File: config.mk
export PLATFORM = sky130hd
export DESIGN_NAME = srf_result_buffer
export DESIGN_NICKNAME = d
export VERILOG_FILES = /design/src/inc/srf_pkg.sv /design/src/verilog/srf_fifo.sv /design/src/verilog/srf_result_buffer.sv
export SDC_FILE = /design/constraint.sdc
export NUM_CORES = 2
export LEC_CHECK = 0
export BUFFER_PORTS_ARGS = -buffer_cell sky130_fd_sc_hd__buf_2
export CORE_ASPECT_RATIO = 0.7
export CORE_MARGIN = 10
export CORE_UTILIZATION = 35
export DETAILED_ROUTE_END_ITERATION = 8
export SYNTH_ARGS = -nofsm -noshare
export SYNTH_HDL_FRONTEND = slang
export SYNTH_SLANG_ARGS = --single-unit
File: constraint.sdc
create_clock -name clk_i -period 4.4 [get_ports clk_i]
set_input_delay 1.1 -clock clk_i [delete_from_list [all_inputs] [get_ports clk_i]]
set_output_delay 1.1 -clock clk_i [all_outputs]
set_load 0.05 [all_outputs]
File: src/inc/srf_pkg.sv
/*
  package of the spectral result buffer: register offsets, field positions,
  reset values, sizes and the carrier types shared by the buffer files.
  assumes one 200 MHz clock and an active-low asynchronous reset.
*/
package srf_pkg;

  localparam logic [7:0] SRF_ADDR_SELECT = 8'hfc;
  localparam logic [7:0] SRF_ADDR_FILL = 8'hfd;
  localparam logic [7:0] SRF_ADDR_LOW = 8'hfe;
  localparam logic [7:0] SRF_ADDR_HIGH = 8'hff;
  localparam logic [7:0] SRF_SELECT_RST = 8'h00;
  localparam logic [7:0] SRF_ADDR_RST = 8'h00;
  localparam logic [7:0] SRF_SELECT_MASK = 8'h7f;
  localparam int SRF_ENTRY_W = 16;
  localparam int SRF_DEPTH = 128;
  localparam int SRF_FILL_W = 8;
  localparam int SRF_NUM_RESULTS = 6;
  localparam int SRF_NUM_ITEMS = 7;
  localparam int SRF_STATUS_BIT = 0;
  localparam int SRF_RESULT_LSB = 1;

  typedef struct packed {
    logic [7:0] status;
    logic [SRF_NUM_RESULTS-1:0][SRF_ENTRY_W-1:0] result;
  } srf_sample_s;

  typedef struct packed {
    logic addr_set;
    logic [7:0] addr;
    logic wr;
    logic [7:0] wdata;
    logic rd;
  } srf_reg_req_s;

  typedef enum logic [0:0] {
    SRF_SEQ_IDLE = 1'b0,
    SRF_SEQ_PUSH = 1'b1
  } srf_seq_e;

endpackage : srf_pkg

File: src/verilog/srf_fifo.sv
/*
  flip-flop fifo with valid/ready on both sides and a fill count.
  assumes a single clock; a pop and a push may share one cycle.
*/
`timescale 1ns/1ps
module srf_fifo
  import srf_pkg::*;
#(
  parameter int WIDTH = 16,
  parameter int DEPTH = 128
) (
  input wire logic clk_i,
  input wire logic nrst_i,
  input wire logic in_valid_i,
  output logic in_ready_o,
  input wire logic [WIDTH-1:0] in_data_i,
  output logic out_valid_o,
  input wire logic out_ready_i,
  output logic [WIDTH-1:0] out_data_o,
  output logic [$clog2(DEPTH):0] level_o
);

  localparam int AW = $clog2(DEPTH);
  localparam logic [AW:0] FULL_COUNT = (AW+1)'(DEPTH);

  typedef struct packed {
    logic [DEPTH-1:0][WIDTH-1:0] mem;
    logic [AW-1:0] wptr;
    logic [AW-1:0] rptr;
    logic [AW:0] count;
  } srf_fifo_state_s;

  srf_fifo_state_s s_q, s_d;
  logic push, pop;

  assign in_ready_o = (s_q.count != FULL_COUNT);
  assign out_valid_o = (s_q.count != '0);
  assign out_data_o = s_q.mem[s_q.rptr];
  assign level_o = s_q.count;

  always_comb begin
    s_d = s_q;
    push = in_valid_i && in_ready_o;
    pop = out_valid_o && out_ready_i;
    if (push) begin
      s_d.mem[s_q.wptr] = in_data_i;
      s_d.wptr = s_q.wptr + AW'(1);
    end
    if (pop) begin
      s_d.rptr = s_q.rptr + AW'(1);
    end
    if (push && !pop) begin
      s_d.count = s_q.count + (AW+1)'(1);
    end else if (pop && !push) begin
      s_d.count = s_q.count - (AW+1)'(1);
    end
  end

  // storage is cleared too, so a head read right after reset never shows unknown bits
  always_ff @(posedge clk_i or negedge nrst_i) begin
    if (!nrst_i) begin
      s_q.mem <= '0;
      s_q.wptr <= '0;
      s_q.rptr <= '0;
      s_q.count <= '0;
    end else begin
      s_q <= s_d;
    end
  end

  a_fifo_never_over: assert property (@(posedge clk_i) disable iff (!nrst_i)
    s_q.count <= FULL_COUNT) else $error("fifo count above depth");

endmodule : srf_fifo

File: src/verilog/srf_result_buffer.sv
/*
  spectral result buffer: gathers selected results and status per sample,
  holds them in a 128-entry fifo and serves the host over a byte register
  port with an auto-stepping address pointer.
  assumes the serial-bus slave in front turns each host byte into one
  strobe on the register port, and the measurement engine gives one
  sample pulse per completed cycle.
*/
`timescale 1ns/1ps
module srf_result_buffer
  import srf_pkg::*;
(
  input wire logic clk_i,
  input wire logic nrst_i,
  input srf_reg_req_s reg_req_i,
  output logic [7:0] reg_rdata_o,
  output logic [7:0] reg_addr_o,
  input wire logic sample_valid_i,
  input srf_sample_s sample_i,
  output logic sample_ready_o,
  input wire logic overflow_clear_i,
  output logic overflow_o,
  output logic buffer_data_interrupt_o,
  output logic [SRF_FILL_W-1:0] buffer_fill_count_o,
  output logic [7:0] buffer_content_select_o
);

  typedef struct packed {
    logic [7:0] select;
    logic [7:0] addr;
    logic [7:0] rdata;
    logic overflow;
    logic irq;
    logic [SRF_FILL_W-1:0] fill;
    srf_seq_e seq;
    logic [SRF_NUM_ITEMS-1:0] pend;
    srf_sample_s smp;
    logic smp_ready;
  } srf_state_s;

  srf_state_s s_q, s_d;

  logic push_valid;
  logic push_ready;
  logic [SRF_ENTRY_W-1:0] push_data;
  logic pop_valid;
  logic pop_ready;
  logic [SRF_ENTRY_W-1:0] pop_data;
  logic [SRF_FILL_W-1:0] fill_now;
  logic [7:0] acc_addr;
  logic [SRF_NUM_ITEMS-1:0] pick;

  // one entry of 16 bits, 128 deep: the whole 256-byte store
  srf_fifo #(
    .WIDTH(SRF_ENTRY_W),
    .DEPTH(SRF_DEPTH)
  ) u_store (
    .clk_i(clk_i),
    .nrst_i(nrst_i),
    .in_valid_i(push_valid),
    .in_ready_o(push_ready),
    .in_data_i(push_data),
    .out_valid_o(pop_valid),
    .out_ready_i(pop_ready),
    .out_data_o(pop_data),
    .level_o(fill_now)
  );

  // a write or read in the same cycle as a pointer load acts on the new address
  assign acc_addr = reg_req_i.addr_set ? reg_req_i.addr : s_q.addr;

  // lowest pending item goes first: status, then results 0..5
  always_comb begin
    pick = '0;
    for (int i = SRF_NUM_ITEMS - 1; i >= 0; i--) begin
      if (s_q.pend[i]) begin
        pick = '0;
        pick[i] = 1'b1;
      end
    end
  end

  // results fill both bytes; the status entry carries a zero high byte
  always_comb begin
    push_data = '0;
    for (int i = 0; i < SRF_NUM_RESULTS; i++) begin
      if (pick[i + SRF_RESULT_LSB]) begin
        push_data = s_q.smp.result[i];
      end
    end
    if (pick[SRF_STATUS_BIT]) begin
      push_data = {8'h00, s_q.smp.status};
    end
  end

  // entries always offered while pending; a full store drops rather than stalls
  assign push_valid = (s_q.seq == SRF_SEQ_PUSH) && (s_q.pend != '0);

  // every byte taken at 0xff completes an entry, single or burst alike
  assign pop_ready = reg_req_i.rd && (acc_addr == SRF_ADDR_HIGH);

  always_comb begin
    s_d = s_q;
    // sample capture and per-item push sequence
    unique case (s_q.seq)
      SRF_SEQ_IDLE: begin
        if (sample_valid_i) begin
          s_d.smp = sample_i;
          s_d.pend = s_q.select[SRF_NUM_ITEMS-1:0];
          s_d.seq = SRF_SEQ_PUSH;
          s_d.smp_ready = 1'b0;
        end
      end
      SRF_SEQ_PUSH: begin
        if (s_q.pend == '0) begin
          s_d.seq = SRF_SEQ_IDLE;
          s_d.smp_ready = 1'b1;
        end else begin
          s_d.pend = s_q.pend & ~pick;
          if (!push_ready) begin
            s_d.overflow = 1'b1;
          end
        end
      end
    endcase
    // clear loses to a same-cycle overflow
    if (overflow_clear_i && !(push_valid && !push_ready)) begin
      s_d.overflow = 1'b0;
    end
    // register port
    s_d.addr = acc_addr;
    if (reg_req_i.wr) begin
      if (acc_addr == SRF_ADDR_SELECT) begin
        s_d.select = reg_req_i.wdata & SRF_SELECT_MASK;
      end
    end
    if (reg_req_i.rd) begin
      unique case (acc_addr)
        SRF_ADDR_SELECT: s_d.rdata = s_q.select;
        SRF_ADDR_FILL: s_d.rdata = fill_now;
        SRF_ADDR_LOW: s_d.rdata = pop_valid ? pop_data[7:0] : 8'h00;
        SRF_ADDR_HIGH: s_d.rdata = pop_valid ? pop_data[15:8] : 8'h00;
        default: s_d.rdata = 8'h00;
      endcase
    end
    // pointer steps after every byte; the data pair folds back on itself
    if (reg_req_i.rd || reg_req_i.wr) begin
      if (acc_addr == SRF_ADDR_HIGH) begin
        s_d.addr = SRF_ADDR_LOW;
      end else begin
        s_d.addr = acc_addr + 8'h01;
      end
    end
    s_d.fill = fill_now;
    s_d.irq = (fill_now != '0);
  end

  always_ff @(posedge clk_i or negedge nrst_i) begin
    if (!nrst_i) begin
      s_q.select <= SRF_SELECT_RST;
      s_q.addr <= SRF_ADDR_RST;
      s_q.rdata <= 8'h00;
      s_q.overflow <= 1'b0;
      s_q.irq <= 1'b0;
      s_q.fill <= '0;
      s_q.seq <= SRF_SEQ_IDLE;
      s_q.pend <= '0;
      s_q.smp <= '0;
      s_q.smp_ready <= 1'b1;
    end else begin
      s_q <= s_d;
    end
  end

  assign reg_rdata_o = s_q.rdata;
  assign reg_addr_o = s_q.addr;
  assign sample_ready_o = s_q.smp_ready;
  assign overflow_o = s_q.overflow;
  assign buffer_data_interrupt_o = s_q.irq;
  assign buffer_fill_count_o = s_q.fill;
  assign buffer_content_select_o = s_q.select;

  a_fill_in_range: assert property (@(posedge clk_i) disable iff (!nrst_i)
    s_q.fill <= 8'd128)
    else $error("fill count above 128");

  a_overflow_on_full: assert property (@(posedge clk_i) disable iff (!nrst_i)
    (push_valid && !push_ready) |=> overflow_o)
    else $error("overflow not flagged");

  a_full_drops_entry: assert property (@(posedge clk_i) disable iff (!nrst_i)
    (push_valid && !push_ready && !pop_ready) |=> $stable(fill_now))
    else $error("entry stored while full");

  a_addr_wraps: assert property (@(posedge clk_i) disable iff (!nrst_i)
    (reg_req_i.rd && acc_addr == SRF_ADDR_HIGH) |=> reg_addr_o == SRF_ADDR_LOW)
    else $error("pointer did not fold to low byte");

  a_pop_on_high: assert property (@(posedge clk_i) disable iff (!nrst_i)
    (pop_ready && pop_valid && !(push_valid && push_ready)) |=> fill_now == $past(fill_now) - 8'd1)
    else $error("high byte read did not pop");

  a_low_keeps_fill: assert property (@(posedge clk_i) disable iff (!nrst_i)
    (reg_req_i.rd && acc_addr == SRF_ADDR_LOW && !push_valid) |=> $stable(fill_now))
    else $error("low byte read popped");

  a_empty_reads_zero: assert property (@(posedge clk_i) disable iff (!nrst_i)
    (reg_req_i.rd && !pop_valid && (acc_addr == SRF_ADDR_LOW || acc_addr == SRF_ADDR_HIGH)) |=> reg_rdata_o == 8'h00)
    else $error("empty buffer returned data");

  a_irq_tracks_data: assert property (@(posedge clk_i) disable iff (!nrst_i)
    ##1 buffer_data_interrupt_o == ($past(fill_now) != 8'd0))
    else $error("interrupt disagrees with fill");

  a_fill_read_value: assert property (@(posedge clk_i) disable iff (!nrst_i)
    (reg_req_i.rd && acc_addr == SRF_ADDR_FILL) |=> reg_rdata_o == $past(fill_now))
    else $error("fill count read wrong");

  a_select_reaches_store: assert property (@(posedge clk_i) disable iff (!nrst_i)
    (s_q.seq == SRF_SEQ_IDLE && sample_valid_i) |=> s_q.pend == $past(s_q.select[6:0]))
    else $error("sample items not taken from select");

  a_reset_clears: assert property (@(posedge clk_i)
    $rose(nrst_i) |-> (buffer_fill_count_o == 8'd0 && !overflow_o && buffer_content_select_o == 8'h00))
    else $error("state not cleared by reset");

  a_reset_idle: assert property (@(posedge clk_i)
    $rose(nrst_i) |-> (reg_addr_o == SRF_ADDR_RST && reg_rdata_o == 8'h00 && sample_ready_o && !buffer_data_interrupt_o))
    else $error("port not idle after reset");

  a_select_masked: assert property (@(posedge clk_i) disable iff (!nrst_i)
    (reg_req_i.wr && acc_addr == SRF_ADDR_SELECT) |=> buffer_content_select_o == ($past(reg_req_i.wdata) & SRF_SELECT_MASK))
    else $error("select write not taken");

  a_select_holds: assert property (@(posedge clk_i) disable iff (!nrst_i)
    !(reg_req_i.wr && acc_addr == SRF_ADDR_SELECT) |=> $stable(buffer_content_select_o))
    else $error("select changed without write");

  a_select_read_back: assert property (@(posedge clk_i) disable iff (!nrst_i)
    (reg_req_i.rd && acc_addr == SRF_ADDR_SELECT) |=> reg_rdata_o == $past(buffer_content_select_o))
    else $error("select read wrong");

  a_fill_out_lags: assert property (@(posedge clk_i) disable iff (!nrst_i)
    1'b1 |=> buffer_fill_count_o == $past(fill_now))
    else $error("fill output not one cycle behind");

  a_fill_read_only: assert property (@(posedge clk_i) disable iff (!nrst_i)
    (reg_req_i.wr && acc_addr == SRF_ADDR_FILL && !(push_valid && push_ready)) |=> $stable(fill_now))
    else $error("write to fill count had effect");

  a_rdata_stands: assert property (@(posedge clk_i) disable iff (!nrst_i)
    !reg_req_i.rd |=> $stable(reg_rdata_o))
    else $error("read data changed without read");

  a_addr_steps: assert property (@(posedge clk_i) disable iff (!nrst_i)
    ((reg_req_i.rd || reg_req_i.wr) && acc_addr != SRF_ADDR_HIGH) |=> reg_addr_o == $past(acc_addr) + 8'h01)
    else $error("pointer did not step");

  a_addr_loads: assert property (@(posedge clk_i) disable iff (!nrst_i)
    (reg_req_i.addr_set && !reg_req_i.rd && !reg_req_i.wr) |=> reg_addr_o == $past(reg_req_i.addr))
    else $error("pointer load lost");

  a_addr_holds: assert property (@(posedge clk_i) disable iff (!nrst_i)
    !(reg_req_i.addr_set || reg_req_i.rd || reg_req_i.wr) |=> $stable(reg_addr_o))
    else $error("pointer moved without access");

  a_burst_pairs: assert property (@(posedge clk_i) disable iff (!nrst_i)
    (reg_req_i.rd && acc_addr == SRF_ADDR_LOW) |=> reg_addr_o == SRF_ADDR_HIGH)
    else $error("low byte not followed by high byte");

  a_pop_only_high: assert property (@(posedge clk_i) disable iff (!nrst_i)
    (!pop_ready && !(push_valid && push_ready)) |=> $stable(fill_now))
    else $error("entry left without high byte read");

  a_high_gives_head: assert property (@(posedge clk_i) disable iff (!nrst_i)
    (reg_req_i.rd && acc_addr == SRF_ADDR_HIGH && pop_valid) |=> reg_rdata_o == $past(pop_data[15:8]))
    else $error("high byte not from head");

  a_low_gives_head: assert property (@(posedge clk_i) disable iff (!nrst_i)
    (reg_req_i.rd && acc_addr == SRF_ADDR_LOW && pop_valid) |=> reg_rdata_o == $past(pop_data[7:0]))
    else $error("low byte not from head");

  a_empty_no_pop: assert property (@(posedge clk_i) disable iff (!nrst_i)
    (reg_req_i.rd && !pop_valid && !(push_valid && push_ready)) |=> fill_now == 8'd0)
    else $error("empty read changed fill");

  a_irq_matches_count: assert property (@(posedge clk_i) disable iff (!nrst_i)
    buffer_data_interrupt_o == (buffer_fill_count_o != 8'd0))
    else $error("interrupt disagrees with fill output");

  a_irq_high_held: assert property (@(posedge clk_i) disable iff (!nrst_i)
    (fill_now != 8'd0) |=> buffer_data_interrupt_o)
    else $error("interrupt low while data held");

  a_fill_max_irq: assert property (@(posedge clk_i) disable iff (!nrst_i)
    (buffer_fill_count_o == 8'd128) |-> buffer_data_interrupt_o)
    else $error("full buffer without interrupt");

  a_full_refuses: assert property (@(posedge clk_i) disable iff (!nrst_i)
    (fill_now == 8'd128) |-> !push_ready)
    else $error("full store still accepts");

  a_push_counts: assert property (@(posedge clk_i) disable iff (!nrst_i)
    (push_valid && push_ready && !(pop_ready && pop_valid)) |=> fill_now == $past(fill_now) + 8'd1)
    else $error("push did not raise fill");

  a_ready_drops: assert property (@(posedge clk_i) disable iff (!nrst_i)
    (sample_valid_i && sample_ready_o) |=> !sample_ready_o)
    else $error("ready stayed high after sample");

  a_ready_when_idle: assert property (@(posedge clk_i) disable iff (!nrst_i)
    sample_ready_o == (s_q.seq == SRF_SEQ_IDLE))
    else $error("ready disagrees with sequencer");

  a_idle_no_push: assert property (@(posedge clk_i) disable iff (!nrst_i)
    (s_q.seq == SRF_SEQ_IDLE) |-> !push_valid)
    else $error("push offered while idle");

  a_status_first: assert property (@(posedge clk_i) disable iff (!nrst_i)
    (push_valid && s_q.pend[SRF_STATUS_BIT]) |-> push_data == {8'h00, s_q.smp.status})
    else $error("status not pushed first");

  a_result0_next: assert property (@(posedge clk_i) disable iff (!nrst_i)
    (push_valid && s_q.pend[1:0] == 2'b10) |-> push_data == s_q.smp.result[0])
    else $error("first result out of order");

  a_pend_shrinks: assert property (@(posedge clk_i) disable iff (!nrst_i)
    push_valid |=> s_q.pend == ($past(s_q.pend) & ($past(s_q.pend) - 7'd1)))
    else $error("pending item not retired");

  a_overflow_sticky: assert property (@(posedge clk_i) disable iff (!nrst_i)
    (overflow_o && !overflow_clear_i) |=> overflow_o)
    else $error("overflow dropped without clear");

  a_overflow_cause: assert property (@(posedge clk_i) disable iff (!nrst_i)
    (!overflow_o && !(push_valid && !push_ready)) |=> !overflow_o)
    else $error("overflow without full push");

  a_overflow_clears: assert property (@(posedge clk_i) disable iff (!nrst_i)
    (overflow_clear_i && !(push_valid && !push_ready)) |=> !overflow_o)
    else $error("overflow clear ignored");

  a_drop_keeps_head: assert property (@(posedge clk_i) disable iff (!nrst_i)
    (push_valid && !push_ready && !pop_ready) |=> $stable(pop_data))
    else $error("dropped entry disturbed head");

endmodule : srf_result_buffer

## Yosys cells after proc, flatten, opt, wreduce, memory -nomap -nowiden

Cells that the tools add are included.

| storage, ports and cells | value |
|---|---|
| bits in registers | 2216 |
| word-level logic and storage cells | 229 |
| input port bits | 127 |
| output and inout bits | 35 |

| cells by class | value |
|---|---|
| order comparisons | 3 |
| muxes and demuxes | 37 |
| eq/ne operators | 10 |
| add/subtract/negate cells | 5 |
| reductions and logical operators | 24 |
| bitwise gates (word level) | 3 |

Operators with widths:

| operator | count |
|---|---|
| $bwmux W2048 | 1 |
| $mux W16 | 9 |
| $mux W113 | 1 |
| $bmux W16 S7 | 1 |
| $demux W16 S7 | 1 |
| $mux W7 | 8 |
| $mux W8 | 7 |
| $eq A8 B8 Y1 const B | 4 |
| $pmux W8 S4 | 1 |
| $add A8 B1 Y8 const B | 2 |
| $lt A7 B8 Y1 const B | 2 |
| $pmux W8 S2 | 1 |
| $add A7 B1 Y7 const B | 2 |
| $logic_and A1 B1 Y1 | 9 |
| $ne A8 B8 Y1 const B | 1 |
| $reduce_and A2 Y1 | 4 |
| $reduce_bool A8 Y1 | 1 |
| $sub A8 B1 Y8 const B | 1 |
| $and A7 B7 Y7 | 1 |
| $ge A7 B1 Y1 const B | 1 |
| $logic_not A7 Y1 | 1 |
| $not A7 Y7 | 1 |
| $reduce_bool A7 Y1 | 1 |
| $mux W1 | 6 |
| 8 further kinds | 15 |

## Depth between registers and ports, before layout

| depth | value |
|---|---|
| depth after elaboration | 15 |
| gate-level depth with buffers | 20 |
| mapped depth without buffers | 17 |

## Hierarchy

Synthesis repeated with hierarchy kept, for this count alone.

| unflattened totals | value |
|---|---|
| cells, all modules | 6623 |
| area total of the unflattened synthesis | 101761.3 um2 |

By module, submodules not included:

| module | area each (um2) | seq. area each (um2) | cells an instance | instances |
|---|---|---|---|---|
| srf_fifo | 94839.7 | 51799.7 | 6060 | 1 |
| srf_result_buffer | 6921.6 | 3654.8 | 563 | 1 |

## Worst setup path before layout

Ideal clock, no wire load.

| timing path | value |
|---|---|
| path type | input-to-reg |
| from | input port reg_req_i[18] in the netlist's numbering |
| to | register u_store.s_q (netlist bit u_store.level_o[7]) |
| data required time | 4.320 ns |
| setup time | 0.080 ns |
| buffers on the path | 3 |
| stages | 20 |
| path slack | -0.366 ns |
| data arrival time | 4.686 ns |
| path through | buf_2 > nand3b_1 > a21oi_1 > and3_1 > clkbuf_1 > and3_1 > and2_1 > clkbuf_1 > clkinv_1 > ha_1 > inv_1 > ha_1 > a21o_1 > a21oi_1 > o21bai_1 > a21oi_1 > o21bai_1 > a21oi_1 > mux2i_1 > xnor2_1 |

| on the way | value |
|---|---|
| cells in the longest elaborated chain, start to end | 7 |
| elaborated cells between the ends (all ways) | 9 |
| those cells by class | eq/ne: 1; mux: 2; reduce/logical: 6 |

RTL lines:

| what | line | RTL |
|---|---|---|
| from (decl) | srf_result_buffer.sv:15 | `input srf_reg_req_s reg_req_i,` |
| $mux W8 (*) | srf_result_buffer.sv:70 | `assign acc_addr = reg_req_i.addr_set ? reg_req_i.addr : s_q.addr;` |
| $eq A8 B8 Y1 (*) | srf_result_buffer.sv:100 | `assign pop_ready = reg_req_i.rd && (acc_addr == SRF_ADDR_HIGH);` |
| $logic_and A1 B1 Y1 (*) | srf_result_buffer.sv:100 |  |
| $logic_and A1 B1 Y1 (*) | srf_fifo.sv:44 | `pop = out_valid_o && out_ready_i;` |
| $logic_not A1 Y1 | srf_fifo.sv:52 | `if (push && !pop) begin` |
| $logic_and A1 B1 Y1 | srf_fifo.sv:52 |  |
| $mux W8 / $reduce_bool A2 Y1 (equally long branches) | n/a |  |
| to (decl) | srf_fifo.sv:33 | `srf_fifo_state_s s_q, s_d;` |

Mark *: on every way between the ends. The rest lies on a longest branch, timed or not.
A chain may end at the register's enable or synchronous reset.

## Worst setup path after layout

| timing path | value |
|---|---|
| from | register u_store.s_q[8] in the netlist's numbering |
| to | register s_q (netlist bit reg_rdata_o[7]) |

| on the way | value |
|---|---|
| cells in the longest elaborated chain, start to end | 4 |
| elaborated cells between the ends (all ways) | 5 |
| those cells by class | mux: 5 |

RTL lines:

| what | line | RTL |
|---|---|---|
| $bmux W16 S7 (*) | srf_fifo.sv:38 | `assign out_data_o = s_q.mem[s_q.rptr];` |
| $mux W16 (implied by the code) (*) | srf_fifo.sv:38 |  |
| $mux W8 (on tied branches) | srf_result_buffer.sv:142, srf_result_buffer.sv:141 |  |
| $pmux W8 S4 (*) | srf_result_buffer.sv:138 | `unique case (acc_addr)` |
| to (decl) | srf_result_buffer.sv:41 | `srf_state_s s_q, s_d;` |

Mark *: on every way between the ends. The rest lies on a longest branch, timed or not. The select of a mux whose other input is x is not followed.

==> metrics.md <==
| Metric | Value |
|---|---|
| Max VDD drop | 0.000359 V |
| Cell area after synthesis | 96,600 sq um |
| Critical-path top delay cell | dfrtp_4 |
| Syn Nets | between 8,000 and 9,000 |
| Nets | 8,696 |
| Synth Area in Compound Gates | 12.2% |
| Final Critical Period | 4.20 ns |
| XOR/XNOR Fraction of Synth Area | 0.199% |
| Syn Inst Count | approximately 8,700 |
| CP Class | flip-flop to flip-flop |
| DR vias/cell | 5.48 |
| Clk Latency, worst-skew pair | a little under 0.9 ns |
| Overall Power | 45.0 mW |
| CTS tree | built |
| # DRC | 0 |
| Dominant cell type by area after synthesis | dfrtp_1 |
| GP Congestion | 0.843 |
| Synth top area share | 57.4% |
| Die Y | approximately 460 um |
| Post-CTS sizing | 0 |
| Outcome | complete, no violations |
| FP Rows | 161 |
| Vias | roughly 68,000 |
| Post-synth EDFFs | 0 |
| WL/cell | 22.9 um |
| Pwr/cell area | between 400 and 500 nW/um^2 |
| Pins Over Slew Limit | 0 |
| Crit end category | flip-flop |
| Worst Path Required | 5.14 ns |
| Antenna-violating nets left | 0 |
| Hold buffers post-CTS | 0 |
| Layout area overhead | 13.2% |
| Initial Util | 35.1% |
| Cell family contributing the most delay on the critical path | compound AO/OA/AOI/OAI gates |
| Max Cap Violations | 0 |
| Post-synthesis mux area share | 16.3% |
| Final WL | 283,000 um |
| Post-synth ARST share | 100% |
| Fmax | 238 MHz |
| Hold Path Class | input pin to asynchronous set/reset pin |
| Sink Count | 2,216 |
| Final core occ | 39.8% |
| Clk buf depth | 4 |
| Final Hold Viols | 0 |
| GRT overflow | 0 |
| Syn Area/Cell | 11.2 sq um |
| Final period util | about 95% |
| Share of cells above drive strength 1 | 19.5% |
| Core area | 275,000 sq um |
| Seq/Total Area, Yosys | 57.4% |
| Min Hold Slack | between 0.3 and 0.4 ns |
| H-tree Lvls | 4 |
| Drt pass-1 iters | 6 |
| Max incr delay on CP | 0.95 ns |
| I/O pins | 162 |
| Post-Synth Simple-Gate Area | between 9 and 10% |
| Setup-failing EPs final | 0 |
| Number of DRC markers in iteration 0 | 7,691 |
| GRT Overall Usage | about a fifth |
| WP buf/inv | 2 |
| Die width | 648 um |
| Least-Margin Pin Slew | 1.36 ns |
| Crit-path most repeated cell | a211oi_1 |
| Syn. warnings | 0 |
| Number of port buffers | 159 |
| Slew HR | 7.06% |
| # Post-CTS Setup Buffers | 0 |
| Root Buffer | clkbuf_16 |
| Post-route setup slack | between 0.2 and 0.25 ns |
| Largest family of logic cells by synthesized area | multiplexers |
| HPWL Detailed | 179,000 um |
| Largest cells by area after synthesis | dfrtp_1, mux4_2, a21oi_1 |
| TritonCTS buffer count | 206 |
| CP max FO | 45 |
| Critical Path Source Type | flip-flop |
| DP Cell Count | 12,000 |
| Area after DPL | 103,000 sq um |
| Flip-flop and latch count after synthesis | 2,216 |
| Via count of the first global-routing pass | 67,900 |
| Antenna violations before repair | 11 |
| Post-Route Skew | 0.0392 ns |
| Setup tns final | 0 ns |
| First-pass GRT wire length | 434,000 um |
| Reg clk slew, reported paths | 0.07 ns |
| Most used DFF post-synth | dfrtp_1 |
| Pin count of the biggest net entering global routing | 129 |
| Fin cells | ~12,000 |
| CP Cell Sequence | buf_12, mux4_2, a22oi_1, a31oi_1, nor4_1, a211oi_1, a211oi_1, buf_4, o22ai_1, a22o_1 |
| Dpl ws | 0.0497 ns |
| RSZ-0062 raised after global routing | false |
| LEAKAGE | about 48 nW |
| Adder-cell share of the synthesized area | 0.215% |
| Design area | around 110,000 sq um |
| Post-synth cell types | 60 |
| Die ar. | 298,000 sq um |
| Worst Path Arrival | roughly 5 ns |
synthesized netlist by cell type, types with 8 or more instances:
cell type and n:
dfrtp_1 2215, nand3_1 21, a311oi_1 9, a221oi_1 16, nor2_1 1495, nand2_1 842, nor3_1 14, buf_4 63
clkbuf_1 556, o22ai_1 13, xnor2_1 19, buf_1 57, o21ai_0 724, and2_1 9, a211oi_1 17, buf_2 174
o221ai_1 19, a22oi_1 8, nor2b_1 22, nor4_1 8, mux4_2 593, a21oi_1 1393, ha_1 15, mux2i_1 99
buf_6 8, a41oi_1 9, inv_1 16, a222oi_1 16, nand2b_1 11, mux2_2 121
where the power goes:
group | total [mW] | switching [mW] | internal, mW
clock network | 18.3 | 7.98 | 10.3
logic | 5.30 | 3.70 | 1.60
registers | 21.3 | 0.424 | 20.9
per-layer routing:
layer / track usage (%) / part of all wire, % / up-vias
met2: 27.4 / 43 / 2613
li1: - / - / 29900
met1: 27.8 / 45 / 34800
met3: 4.57 / 9.0 / 450
met5: 0 / 0 / -
met4: 5.50 / 3.0 / 0
worst paths after layout:
kind	start	endpoint	slack, ns	depth (start not counted)
min	nrst_i	u_store.s_q[564]	0.31	1
min in group clk_i	overflow_clear_i	overflow_o	0.44	2
max reg2reg	u_store.s_q[8]	reg_rdata_o[7]	0.20	10
min reg2reg	u_store.level_o[6]	buffer_fill_count_o[6]	0.47	0
max in group asynchronous	nrst_i	u_store.s_q[1310]	2.86	3
max	u_store.s_q[8]	reg_rdata_o[7]	0.20	10
final cells by class:
cell class,count,area (sq um)
diodes,3,7.51
clock buffers,302,6100
clock inverters,59,682
fillers,26000,166000
inverters,19,77.6
multi-input cells,5564,37900
flip-flops and latches,2216,55500
well taps,3667,4590
repair buffers,546,4580
cell families (layout without fill, tap and decap cells):
family                     count (synthesis)  count (layout)
DFF                                     2216            2216
AOI/OAI and AO/OA                       2264            2264
other                                      1               4
adders and majority gates                 16              16
buffers and inverters                    877             926
muxes                                    813             813
xor gates and xnor gates                  22              22
and+or+nand+nor                         2448            2448
cell usage in the layout (no fill, tap or decap), types with 15 or more instances in the layout:
cell type	instances
dfrtp_1	2210
nor2_1	1411
a21oi_1	1384
nand2_1	842
o21ai_0	724
mux4_2	593
buf_4	318
clkbuf_16	209
buf_2	158
mux2_2	121
mux2i_1	99
nor2_2	83
buf_12	70
clkbuf_8	52
clkbuf_1	41
clkinv_2	32
nand3_1	21
nor2b_1	21
xnor2_1	19
o221ai_1	19
a211oi_1	17
a222oi_1	16
ha_1	15
state kept, by name, indices dropped and copies added, names as in the netlist:
register                 cells
buffer_content_select_o      7
u_store.level_o              8
reg_addr_o                   8
sample_ready_o               1
s_q                        112
u_store.s_q               2062
overflow_o                   1
buffer_fill_count_o          8
reg_rdata_o                  8
buffer_data_interrupt_o      1
Power figures use the tool's default switching activity.
